<file path="src/design/sysctl_pkg.sv">
// Constants and types for the system-control register access decoder.
// Assumes a single APB clock domain; no other file depends on this beyond import by name.
package sysctl_pkg;

  // ****************************************************************
  // Register map (APB byte addresses)
  // ****************************************************************
  localparam logic [11:0] ADDR_REGNUM  = 12'h000;
  localparam logic [11:0] ADDR_SELECT  = 12'h004;
  localparam logic [11:0] ADDR_WDATA   = 12'h008;
  localparam logic [11:0] ADDR_CMD     = 12'h00c;
  localparam logic [11:0] ADDR_RDATA   = 12'h010;
  localparam logic [11:0] ADDR_STATUS  = 12'h014;
  localparam logic [11:0] ADDR_ABORT   = 12'h018;

  // ****************************************************************
  // Field positions and codes
  // ****************************************************************
  localparam int          SEL_BANK_BIT = 0;
  localparam int          SEL_AUX_LSB  = 4;
  localparam int          CMD_WRITE_BIT = 0;
  localparam int          CMD_READ_BIT  = 1;
  localparam int          ABT_FS_LSB    = 0;
  localparam int          ABT_DATA_BIT  = 8;
  localparam int          ABT_FIRE_BIT  = 9;

  localparam logic [3:0]  CR_ID    = 4'h0;
  localparam logic [3:0]  CR_CTRL  = 4'h1;
  localparam logic [3:0]  CR_TTB   = 4'h2;
  localparam logic [3:0]  CR_DAC   = 4'h3;
  localparam logic [3:0]  CR_FAULT_STAT = 4'h5;
  localparam logic [3:0]  CR_FAULT_ADDR = 4'h6;
  localparam logic [3:0]  CR_CACHE = 4'h7;
  localparam logic [3:0]  CR_TLB   = 4'h8;
  localparam logic [3:0]  CR_TLBLK = 4'ha;
  localparam logic [3:0]  CR_PID   = 4'hd;
  localparam logic [3:0]  CR_VEND  = 4'hf;

  localparam logic [2:0]  AUX_CFG  = 3'h0;
  localparam logic [2:0]  AUX_IMAX = 3'h1;
  localparam logic [2:0]  AUX_IMIN = 3'h2;
  localparam logic [2:0]  AUX_TID  = 3'h3;
  localparam logic [2:0]  AUX_STAT = 3'h4;

  localparam logic [31:0] RST_WORD = 32'h0000_0000;

  // Maintenance operation encodings driven out on cache_op / tlb_op
  typedef enum logic [3:0] {
    COP_NONE      = 4'h0,
    COP_INV_ALL   = 4'h1,
    COP_INV_I     = 4'h2,
    COP_INV_I_VA  = 4'h3,
    COP_PREF_I    = 4'h4,
    COP_DRAIN     = 4'h5,
    COP_INV_D     = 4'h6,
    COP_INV_D_VA  = 4'h7,
    COP_INV_D_IDX = 4'h8,
    COP_CLN_D     = 4'h9,
    COP_CLN_VA    = 4'ha,
    COP_CI_VA     = 4'hb,
    COP_CLN_IDX   = 4'hc,
    COP_CI_IDX    = 4'hd
  } cache_op_e;

  typedef enum logic [2:0] {
    TOP_NONE   = 3'h0,
    TOP_INV_ALL = 3'h1,
    TOP_INV_I  = 3'h2,
    TOP_INV_I_VA = 3'h3,
    TOP_INV_D  = 3'h4,
    TOP_INV_D_VA = 3'h5
  } tlb_op_e;

endpackage

</file>
<file path="src/design/sysctl_coproc_access_decoder.sv">
// System-control coprocessor register access decoder with an APB register port.
// Assumes one pclk domain; abort events come from same-clock core logic.
`timescale 1ns/1ps

module sysctl_coproc_access_decoder #(
  parameter logic [31:0] ID_VALUE    = 32'h0000_0000,  // Arbitrary identity value
  parameter logic [31:0] CACHE_CFG   = 32'h0000_0000,
  parameter logic [31:0] VEND_STATUS = 32'h0000_0000,
  parameter logic [3:0]  REVISION    = 4'h1
) (
  input  wire logic        pclk,
  input  wire logic        presetn,
  input  wire logic        clk_en,
  input  wire logic        psel,
  input  wire logic        penable,
  input  wire logic        pwrite,
  input  wire logic [11:0] paddr,
  input  wire logic [31:0] pwdata,
  output logic [31:0]      prdata,
  output logic             pready,
  output logic             pslverr,
  output logic [3:0]       cache_op,
  output logic [28:0]      cache_operand,
  output logic             cache_op_valid,
  output logic [2:0]       tlb_op,
  output logic [29:0]      tlb_operand,
  output logic             tlb_op_valid,
  output logic [31:0]      control_word
);

  // ****************************************************************
  // State
  // ****************************************************************
  typedef struct packed {
    logic [3:0]  regnum;
    logic        bank;
    logic [2:0]  aux;
    logic [31:0] wdata;
    logic [31:0] rdata;
    logic        rd_ok;
    logic        wr_ok;
    logic [31:0] ctrl;
    logic [31:0] ttb;
    logic [31:0] dac;
    logic [31:0] fault_status_reg;
    logic [31:0] fault_address_reg;
    logic [31:0] dtlb_lk;
    logic [31:0] itlb_lk;
    logic [31:0] pid;
    logic [31:0] vcfg;
    logic [31:0] imax;
    logic [31:0] imin;
    logic [31:0] tid;
    logic [31:0] abt_addr;
    logic [3:0]  cop;
    logic [28:0] cop_arg;
    logic        cop_v;
    logic [2:0]  top;
    logic [29:0] top_arg;
    logic        top_v;
    logic [31:0] prdata;
  } state_s;

  state_s s_q;
  state_s s_d;

  // ****************************************************************
  // Access qualifiers
  // ****************************************************************
  logic wr_acc;
  logic rd_setup;
  logic cmd_hit;
  logic cmd_rd;
  logic cmd_wr;

  // Read data loads in the setup cycle, so it already stands at the access edge
  assign wr_acc   = psel & penable & pwrite;
  assign rd_setup = psel & ~penable & ~pwrite;
  assign cmd_hit  = wr_acc & (paddr == sysctl_pkg::ADDR_CMD);
  // A command with both bits set is a read
  assign cmd_rd   = cmd_hit & pwdata[sysctl_pkg::CMD_READ_BIT];
  assign cmd_wr   = cmd_hit & ~pwdata[sysctl_pkg::CMD_READ_BIT] &
                    pwdata[sysctl_pkg::CMD_WRITE_BIT];

  // ****************************************************************
  // Abort capture
  // ****************************************************************
  logic abt_fire;
  logic abt_data;

  // Only a fired data abort reaches the fault registers; instruction aborts are dropped
  assign abt_fire = wr_acc & (paddr == sysctl_pkg::ADDR_ABORT) &
                    pwdata[sysctl_pkg::ABT_FIRE_BIT];
  assign abt_data = abt_fire & pwdata[sysctl_pkg::ABT_DATA_BIT];

  // ****************************************************************
  // Coprocessor register read decode
  // ****************************************************************
  logic [31:0] rd_val;
  logic        rd_hit;

  // Aux select is looked at only for register 15
  always_comb begin
    rd_val = sysctl_pkg::RST_WORD;
    rd_hit = 1'b1;
    case (s_q.regnum)
      sysctl_pkg::CR_ID: begin
        if (!s_q.bank) begin
          rd_val = ID_VALUE;
        end else if (REVISION != 4'h0) begin
          rd_val = CACHE_CFG;
        end else begin
          rd_hit = 1'b0;
        end
      end
      sysctl_pkg::CR_CTRL:       rd_val = s_q.ctrl;
      sysctl_pkg::CR_TTB:        rd_val = s_q.ttb;
      sysctl_pkg::CR_DAC:        rd_val = s_q.dac;
      sysctl_pkg::CR_PID:        rd_val = s_q.pid;
      sysctl_pkg::CR_FAULT_STAT: rd_val = s_q.fault_status_reg;
      sysctl_pkg::CR_FAULT_ADDR: rd_val = s_q.fault_address_reg;
      sysctl_pkg::CR_TLBLK:      rd_val = s_q.bank ? s_q.itlb_lk : s_q.dtlb_lk;
      sysctl_pkg::CR_VEND: begin
        case (s_q.aux)
          sysctl_pkg::AUX_CFG:  rd_val = s_q.vcfg;
          sysctl_pkg::AUX_IMAX: rd_val = s_q.imax;
          sysctl_pkg::AUX_IMIN: rd_val = s_q.imin;
          sysctl_pkg::AUX_TID:  rd_val = s_q.tid;
          sysctl_pkg::AUX_STAT: rd_val = VEND_STATUS;
          default:              rd_hit = 1'b0;
        endcase
      end
      // Registers 7 and 8 are write-only; others are unmapped
      default: rd_hit = 1'b0;
    endcase
  end

  // ****************************************************************
  // Maintenance code decode
  // ****************************************************************
  logic [3:0] cop_code;
  logic       cop_hit;
  logic [2:0] top_code;
  logic       top_hit;

  // Operation chosen jointly by bank select and the low data bits
  always_comb begin
    cop_code = sysctl_pkg::COP_NONE;
    cop_hit  = 1'b1;
    case ({s_q.bank, s_q.wdata[2:0]})
      4'h8:    cop_code = sysctl_pkg::COP_INV_ALL;
      4'h9:    cop_code = sysctl_pkg::COP_INV_I;
      4'ha:    cop_code = sysctl_pkg::COP_INV_I_VA;
      4'hb:    cop_code = sysctl_pkg::COP_PREF_I;
      4'hc:    cop_code = sysctl_pkg::COP_DRAIN;
      4'h0:    cop_code = sysctl_pkg::COP_INV_D;
      4'h1:    cop_code = sysctl_pkg::COP_INV_D_VA;
      4'h2:    cop_code = sysctl_pkg::COP_INV_D_IDX;
      4'h3:    cop_code = sysctl_pkg::COP_CLN_D;
      4'h4:    cop_code = sysctl_pkg::COP_CLN_VA;
      4'h5:    cop_code = sysctl_pkg::COP_CI_VA;
      4'h6:    cop_code = sysctl_pkg::COP_CLN_IDX;
      4'h7:    cop_code = sysctl_pkg::COP_CI_IDX;
      default: cop_hit  = 1'b0;
    endcase
  end

  // Bank 1 code 3 and bank 0 codes 2 and 3 have no operation
  always_comb begin
    top_code = sysctl_pkg::TOP_NONE;
    top_hit  = 1'b1;
    case ({s_q.bank, s_q.wdata[1:0]})
      3'h4:    top_code = sysctl_pkg::TOP_INV_ALL;
      3'h5:    top_code = sysctl_pkg::TOP_INV_I;
      3'h6:    top_code = sysctl_pkg::TOP_INV_I_VA;
      3'h0:    top_code = sysctl_pkg::TOP_INV_D;
      3'h1:    top_code = sysctl_pkg::TOP_INV_D_VA;
      default: top_hit  = 1'b0;
    endcase
  end

  // ****************************************************************
  // Next state
  // ****************************************************************
  always_comb begin
    s_d       = s_q;
    s_d.cop_v = 1'b0;
    s_d.top_v = 1'b0;
    if (rd_setup) begin
      case (paddr)
        sysctl_pkg::ADDR_REGNUM: s_d.prdata = {28'h0000000, s_q.regnum};
        sysctl_pkg::ADDR_SELECT: s_d.prdata = {25'h0000000, s_q.aux, 3'h0, s_q.bank};
        sysctl_pkg::ADDR_WDATA:  s_d.prdata = s_q.wdata;
        sysctl_pkg::ADDR_RDATA:  s_d.prdata = s_q.rdata;
        sysctl_pkg::ADDR_STATUS: s_d.prdata = {30'h00000000, s_q.wr_ok, s_q.rd_ok};
        sysctl_pkg::ADDR_ABORT:  s_d.prdata = s_q.abt_addr;
        default:                 s_d.prdata = sysctl_pkg::RST_WORD;
      endcase
    end
    if (wr_acc) begin
      case (paddr)
        sysctl_pkg::ADDR_REGNUM: s_d.regnum = pwdata[3:0];
        sysctl_pkg::ADDR_SELECT: begin
          s_d.bank = pwdata[sysctl_pkg::SEL_BANK_BIT];
          s_d.aux  = pwdata[sysctl_pkg::SEL_AUX_LSB +: 3];
        end
        sysctl_pkg::ADDR_WDATA:  s_d.wdata = pwdata;
        sysctl_pkg::ADDR_ABORT: begin
          if (abt_data) begin
            s_d.fault_status_reg  = {24'h000000, pwdata[sysctl_pkg::ABT_FS_LSB +: 8]};
            s_d.fault_address_reg = s_q.abt_addr;
          end
          if (!abt_fire) begin
            s_d.abt_addr = pwdata;
          end
        end
        sysctl_pkg::ADDR_CMD: begin
          s_d.rd_ok = 1'b0;
          s_d.wr_ok = 1'b0;
          if (cmd_rd) begin
            s_d.rd_ok = rd_hit;
            s_d.rdata = rd_val;
          end else if (cmd_wr) begin
            s_d.wr_ok = 1'b1;
            case (s_q.regnum)
              sysctl_pkg::CR_CTRL: s_d.ctrl = s_q.wdata;
              sysctl_pkg::CR_TTB:  s_d.ttb  = s_q.wdata;
              sysctl_pkg::CR_DAC:  s_d.dac  = s_q.wdata;
              sysctl_pkg::CR_PID:  s_d.pid  = s_q.wdata;
              sysctl_pkg::CR_FAULT_STAT: s_d.fault_status_reg  = s_q.wdata;
              sysctl_pkg::CR_FAULT_ADDR: s_d.fault_address_reg = s_q.wdata;
              sysctl_pkg::CR_TLBLK: begin
                if (!s_q.bank) begin
                  s_d.dtlb_lk = s_q.wdata;
                end else begin
                  s_d.wr_ok = 1'b0;
                end
              end
              sysctl_pkg::CR_CACHE: begin
                if (cop_hit) begin
                  s_d.cop     = cop_code;
                  s_d.cop_arg = s_q.wdata[31:3];
                  s_d.cop_v   = 1'b1;
                end else begin
                  s_d.wr_ok   = 1'b0;
                end
              end
              sysctl_pkg::CR_TLB: begin
                if (top_hit) begin
                  s_d.top     = top_code;
                  s_d.top_arg = s_q.wdata[31:2];
                  s_d.top_v   = 1'b1;
                end else begin
                  s_d.wr_ok   = 1'b0;
                end
              end
              sysctl_pkg::CR_VEND: begin
                case (s_q.aux)
                  sysctl_pkg::AUX_CFG:  s_d.vcfg = s_q.wdata;
                  sysctl_pkg::AUX_IMAX: s_d.imax = s_q.wdata;
                  sysctl_pkg::AUX_IMIN: s_d.imin = s_q.wdata;
                  sysctl_pkg::AUX_TID:  s_d.tid  = s_q.wdata;
                  default:              s_d.wr_ok = 1'b0;
                endcase
              end
              default: s_d.wr_ok = 1'b0;
            endcase
          end
        end
        default: ;
      endcase
    end
  end

  // ****************************************************************
  // Registers
  // ****************************************************************
  // Low clock enable freezes every field, the one-cycle pulses included
  always_ff @(posedge pclk or negedge presetn) begin
    if (!presetn) begin
      s_q <= '0;
    end else if (clk_en) begin
      s_q <= s_d;
    end
  end

  // ****************************************************************
  // Outputs
  // ****************************************************************
  // Zero-wait slave that never signals an error
  assign pready         = 1'b1;
  assign pslverr        = 1'b0;
  assign prdata         = s_q.prdata;
  assign cache_op       = s_q.cop;
  assign cache_operand  = s_q.cop_arg;
  assign cache_op_valid = s_q.cop_v;
  assign tlb_op         = s_q.top;
  assign tlb_operand    = s_q.top_arg;
  assign tlb_op_valid   = s_q.top_v;
  assign control_word   = s_q.ctrl;

endmodule

</file>
<file path="config.mk">
export PLATFORM = sky130hd
export DESIGN_NAME = sysctl_coproc_access_decoder
export DESIGN_NICKNAME = d
export VERILOG_FILES = /design/src/design/sysctl_pkg.sv /design/src/design/sysctl_coproc_access_decoder.sv
export SDC_FILE = /design/constraint.sdc
export NUM_CORES = 1
export LEC_CHECK = 0
export BUFFER_PORTS_ARGS = -buffer_cell sky130_fd_sc_hd__buf_2
export CORE_MARGIN = 5
export CORE_UTILIZATION = 50
export CTS_CLUSTER_DIAMETER = 150
export DETAILED_ROUTE_END_ITERATION = 12
export PLACE_DENSITY_LB_ADDON = 0.15
export SLEW_MARGIN = 10
export SYNTH_ARGS = -nofsm -noshare
export SYNTH_HDL_FRONTEND = slang
export SYNTH_SLANG_ARGS = --single-unit
</file>
<file path="constraint.sdc">
create_clock -name pclk -period 2.77 [get_ports pclk]
set_input_delay 0.554 -clock pclk [delete_from_list [all_inputs] [get_ports pclk]]
set_output_delay 0.554 -clock pclk [all_outputs]
set_load 0.02 [all_outputs]
</file>
* After elaboration in Yosys (flattened, before gate mapping)
Index checks and enable logic that the tools add are counted.
** Word-level totals
- Register bits :: 558
- Latch bits :: 0
- Bits in writable memories :: 0
- Bits in read-only memories :: 0
- Input bits :: 50
- Output and inout bits :: 134
- Word-level logic and storage cells :: 151
- Memories :: 0
** Cells by class
- Add/subtract/negate cells :: 0
- Multipliers :: 0
- Divide/modulo/power cells :: 0
- Order comparisons :: 0
- Eq/ne operators :: 41
- Shifts and indexed selects :: 0
- Mux-type cells :: 35
- Bitwise operators :: 17
- Reductions and logical operators :: 32
** Operator list (count)
- 193-bit 2-to-1 mux :: 2
- 32-bit 2-to-1 mux :: 8
- 32-bit one-hot mux with 8 select lines :: 1
- 32-bit one-hot mux with 6 select lines :: 1
- 35-bit 2-to-1 mux :: 4
- 32-bit one-hot mux with 4 select lines :: 1
- 64-bit one-hot mux with 2 select lines :: 1
- 34-bit 2-to-1 mux :: 2
- 64-bit 2-to-1 mux :: 1
- 7-bit AND reduction :: 9
- 4-bit one-hot mux with 13 select lines :: 1
- 12-bit by 5-bit equality test with 1-bit output (second input constant) :: 3
- 4-bit equality test (second input constant) :: 9
- 4-bit by 3-bit equality test with 1-bit output (second input constant) :: 7
- 12-bit by 4-bit equality test with 1-bit output (second input constant) :: 2
- 6-bit AND reduction :: 4
- 4-bit by 2-bit equality test with 1-bit output (second input constant) :: 4
- 3-bit one-hot mux with 5 select lines :: 1
- 13-bit OR reduction :: 1
- 12-bit by 3-bit equality test with 1-bit output (second input constant) :: 1
- 3-bit equality test (second input constant) :: 4
- 12-bit logical NOT :: 1
- 3-bit AND reduction :: 4
- 1-bit AND :: 11
- 18 further kinds :: 42

* Logic depth before layout (Yosys ltp)
- Word-level depth :: 9
- Depth in mapped cells :: 9
- Depth with buffers taken out :: 5

* Least setup slack after synthesis
Ideal clock, no wire load.
- Kind :: input -> register
- Start :: in paddr[0]
- End :: reg s_q[357] in the netlist's numbering
- Library setup time :: 0.125 ns
- Arrival :: 2.437 ns
- Required time :: 2.645 ns
- Slack :: 0.208 ns
- Stages :: 6
- Buffers on the path :: 1
- Cell sequence :: or4_4 -> nor4_2 -> nand3_2 -> nor2_2 -> buf_2 -> mux2_2
** On the way
- Longest elaborated chain between the ends :: 6
- Elaborated cells on any way between the ends :: 16
- Those cells by class :: eq/ne: 6; mux: 1; bitwise: 7; reduce/logical: 2
** Ends and longest elaborated chain
- start, declared :: line sysctl_coproc_access_decoder.sv:17 : input wire logic [11:0] paddr,
- 12-bit by 5-bit equality test with 1-bit output or 12-bit by 4-bit equality test with 1-bit output (tied branches) :: line sysctl_coproc_access_decoder.sv:92, sysctl_coproc_access_decoder.sv:201, sysctl_coproc_access_decoder.sv:79
- 1-bit AND (on tied branches) :: line sysctl_coproc_access_decoder.sv:92, sysctl_coproc_access_decoder.sv:79
- 1-bit AND (on tied branches) :: line sysctl_coproc_access_decoder.sv:92, sysctl_coproc_access_decoder.sv:82
- 1-bit AND (on tied branches) :: line sysctl_coproc_access_decoder.sv:94, sysctl_coproc_access_decoder.sv:82
- 2-bit inequality test (no source line)
- 7-bit AND reduction (no source line)
- end signal, assigned :: line sysctl_coproc_access_decoder.sv:281 : s_q <= '0;
- end signal, assigned :: line sysctl_coproc_access_decoder.sv:283 : s_q <= s_d;
- end, declared :: line sysctl_coproc_access_decoder.sv:64 : state_s s_q;
Parallel ways exist; a longest one is shown, timed or not.
A chain may end at the register's enable or synchronous reset.

* Final worst setup path
- Start :: reg s_q[589] in the netlist's numbering
- End :: reg s_q[518] in the netlist's numbering
** On the way
- Longest elaborated chain between the ends :: 2
- Elaborated cells on any way between the ends :: 9
- Those cells by class :: eq/ne: 8; mux: 1
** Ends and longest elaborated chain
- 4-bit equality test, or another cell as far along :: line sysctl_coproc_access_decoder.sv:106 : case (s_q.regnum)
- 32-bit one-hot mux with 8 select lines (*) :: line sysctl_coproc_access_decoder.sv:106
Every way passes the cells marked *; elsewhere a longest branch is shown, timed or not.

==> reports/qor.txt <==
grt ovf = 0
fill count = 4376
I/O Buffers = 181
Tightest Pin Transition = 0.862 ns
post-synthesis xor/xnor area fraction = 0.000667
Yosys reg bits = 558
Placer Congestion = 0.874
largest net degree at the start of global routing = 78
crit path DAT = 3.08 ns
power per cell area = 567 nW/um^2
Yosys cell types = 66
vias in the first global route = 18500
mux share of post-synthesis cell area = 0.251
die area = 57200 um^2
Hold Path Origin = pwdata[30]
I/O pins = 184
CTS H-Tree Depth = 2
WL final = 77600 um
hpwl dp = 50100 um
Synth top area share = 0.532
proportion of layout cells with a drive suffix above 1 = 0.439
ys flop type = dfrtp_1
max-slew violation count = 0
Cell Count Post-Placement = 2782
DP Worst Slack = -0.0661 ns
Cell Count, Final, Fillers Out = 2892
DRC violations left = 0
fmax = 385 MHz
Hold Path Depth = 2
status = finished clean
synth top area cells = dfrtp_1 53%, mux2_2 20%, buf_4 3.8%
unrepaired setup endpoints after global routing = false
post-cts resize count = 0
CP max FO = 19
fin crit share = 0.938
Slew headroom = 0.411
Worst-path clk slew = 0.06 ns
area delta synth->final = 14.3%
Fin Clk Skew = 0.0199 ns
later-pin clock latency in the skew report = 0.63 ns
Initial Util = 0.502
Syn Inst Count = 2082
synthesized netlist net count = 2132
Compound-Gate Fraction of Synth Area = 0.0966
Final Util = 0.573
Worst Path Required = 3.25 ns
GRT Resource Usage Total = 0.270
number of cells on the worst reg-to-reg path = 7
total CTS buffers = 59
VDD IR max = 493 uV
largest family of logic cells by synthesized area = multiplexers
Lkg Pwr = 14.5 nW
Yosys Warn Count = 0
Post-synth EDFFs = 0
core area = 52300 um^2
via count = 17700
mean post-synth cell area = 12.6 um^2
Synth Area in Adders = 0
max-cap violation count = 0
final setup fails = 0
ys async rst share = 1.00
Post-Syn Area = 26300 um^2
CP endpoint kind = flip-flop
kind of critical path = reg2reg
diode count = 0
root buffer cell = clkbuf_16
Hold WC Path Type = in2reg
Pre-antenna DRT Iters = 5
CTS max path bufs = 3
CTS tree = built
Final ANT Viol Nets = 0
Die X = 239 um
Setup WS post-layout = 0.172 ns
Final Hold Fails = 0
CP startpoint = s_q[589]$_DFFE_PN0P_
Tot Pwr = 17.0 mW
vias per cell = 6.12
Die Y = 239 um
drt wl/cell = 26.8 um
sequential area share after synthesis = 0.532
Startpoint Class = flip-flop
minimum clock period = 2.60 ns
layout net count = 2206
clock sinks = 558
R2R Path Start = s_q[589]$_DFFE_PN0P_
first-pass GRT wire length = 118000 um
DR iter-0 viols = 1756
Synth Area in Simple Gates = 0.0542
post-synth top area cell = dfrtp_1
initial antenna violation count = 0
Site Rows = 84
[metrics by stage]
step	TNS (ns)	area, um^2	hold slack (ns)
after global routing	0	30000	0.157
final	0	30000	0.166
after floorplan	0	26300	0.258
after global placement	-0.508	27900	0.462
after CTS	0	30000	0.139
after detailed placement	-1.75	27900	0.465
[cell families after synthesis]
| group | count (synthesis) |
|---|---|
| AO/OA/AOI/OAI | 364 |
| XOR/XNOR | 2 |
| buffers and inverters | 314 |
| flip-flops | 558 |
| multiplexers | 566 |
| other | 2 |
| AND/OR/NAND/NOR | 276 |
[worst max-delay path: stages (launching register included)]
cell and delay [ns]:
dfrtp_2 0.71, buf_4 0.32, nor3b_1 0.12, buf_4 0.24, a32oi_1 0.23, o22ai_1 0.15, a2111oi_0 0.51, o21ai_0 0.16
[final cells by class]
| class | instances | area, um^2 | area share |
|---|---|---|---|
| flip-flops and latches | 558 | 14000 | 0.465 |
| multi-input cells | 1210 | 10700 | 0.355 |
| inverters | 9 | 33.8 | 0.00113 |
| clock inverters | 27 | 385 | 0.0128 |
| well taps | 688 | 861 | 0.0287 |
| clock buffers | 82 | 1720 | 0.0574 |
| repair buffers | 318 | 2370 | 0.0790 |
[repair_timing]
item / 4_1_cts / 5_1_grt
hold buffers: 1 / 0
hold endpoints to repair: 54 / 0
setup endpoints to repair: 0 / 0
setup buffers: 0 / 0
[Yosys cell counts (all sizes together) (6+ instances only)]
master   instances
a2111oi         12
a211oi          12
a21oi            9
a221oi           6
a222oi           6
a22o            18
a22oi           77
a31o            24
a32oi           12
and2            15
and3            14
buf            192
clkbuf         113
dfrtp          558
inv              9
mux2           512
mux2i           31
mux4            23
nand2          135
nand2b           9
nand3           11
nand3b           7
nor2            29
nor2b           11
nor3             9
nor4            10
o21a            25
o21ai          107
o22ai           31
o2bb2ai         11
[routing by layer]
metal	share of wire	global-route usage	vias up
li1	-	-	7607
met1	0.42	0.381	9317
met2	0.48	0.438	627
met3	0.063	0.0373	152
met4	0.032	0.0887	0
met5	0	0	-
[flip-flops by register name, indices dropped and copies added, names as in the netlist]
name and cells:
s_q 426, control_word 32, prdata 32, tlb_operand 30
cache_operand 29, cache_op 4, tlb_op 3, cache_op_valid 1
tlb_op_valid 1
[cell usage in the layout, fill, tap and decap left out, drive strengths merged, types with 5 or more instances in the layout]
cell type and n:
nor2 29, nor3 9, a31o 24, a211oi 12, a2111oi 12, buf 317
nor4 10, o2bb2ai 11, a32oi 12, o21a 25, mux2i 31, mux2 512
nor2b 11, o21ai 107, a22o 18, nand3b 7, mux4 23, nand4 5
nand2 135, nand2b 9, clkinv 13, a22oi 77, nor3b 5, nand3 11
clkbuf 82, inv 10, a221oi 6, o22ai 31, bufinv 9, dfrtp 558
a21oi 9, a222oi 6, and2 15, and3 14
[final timing paths]
kind | end | slack, ns
setup / recovery | s_q[518]$_DFFE_PN0P_ | 0.17
max in group asynchronous | control_word[16]$_DFFE_PN0P_ | 1.32
min in group asynchronous | cache_op[0]$_DFFE_PN0P_ | 0.49
setup reg to reg | s_q[518]$_DFFE_PN0P_ | 0.17
hold reg to reg | prdata[18]$_DFFE_PN0P_ | 0.48
hold / removal | s_q[580]$_DFFE_PN0P_ | 0.17
[where the power goes]
| part | switching [mW] | internal, mW |
|---|---|---|
| registers | 0.00366 | 8.15 |
| logic | 0.264 | 0.0891 |
| clock network | 3.35 | 5.17 |
No activity file was read; power rests on OpenSTA's default activity.
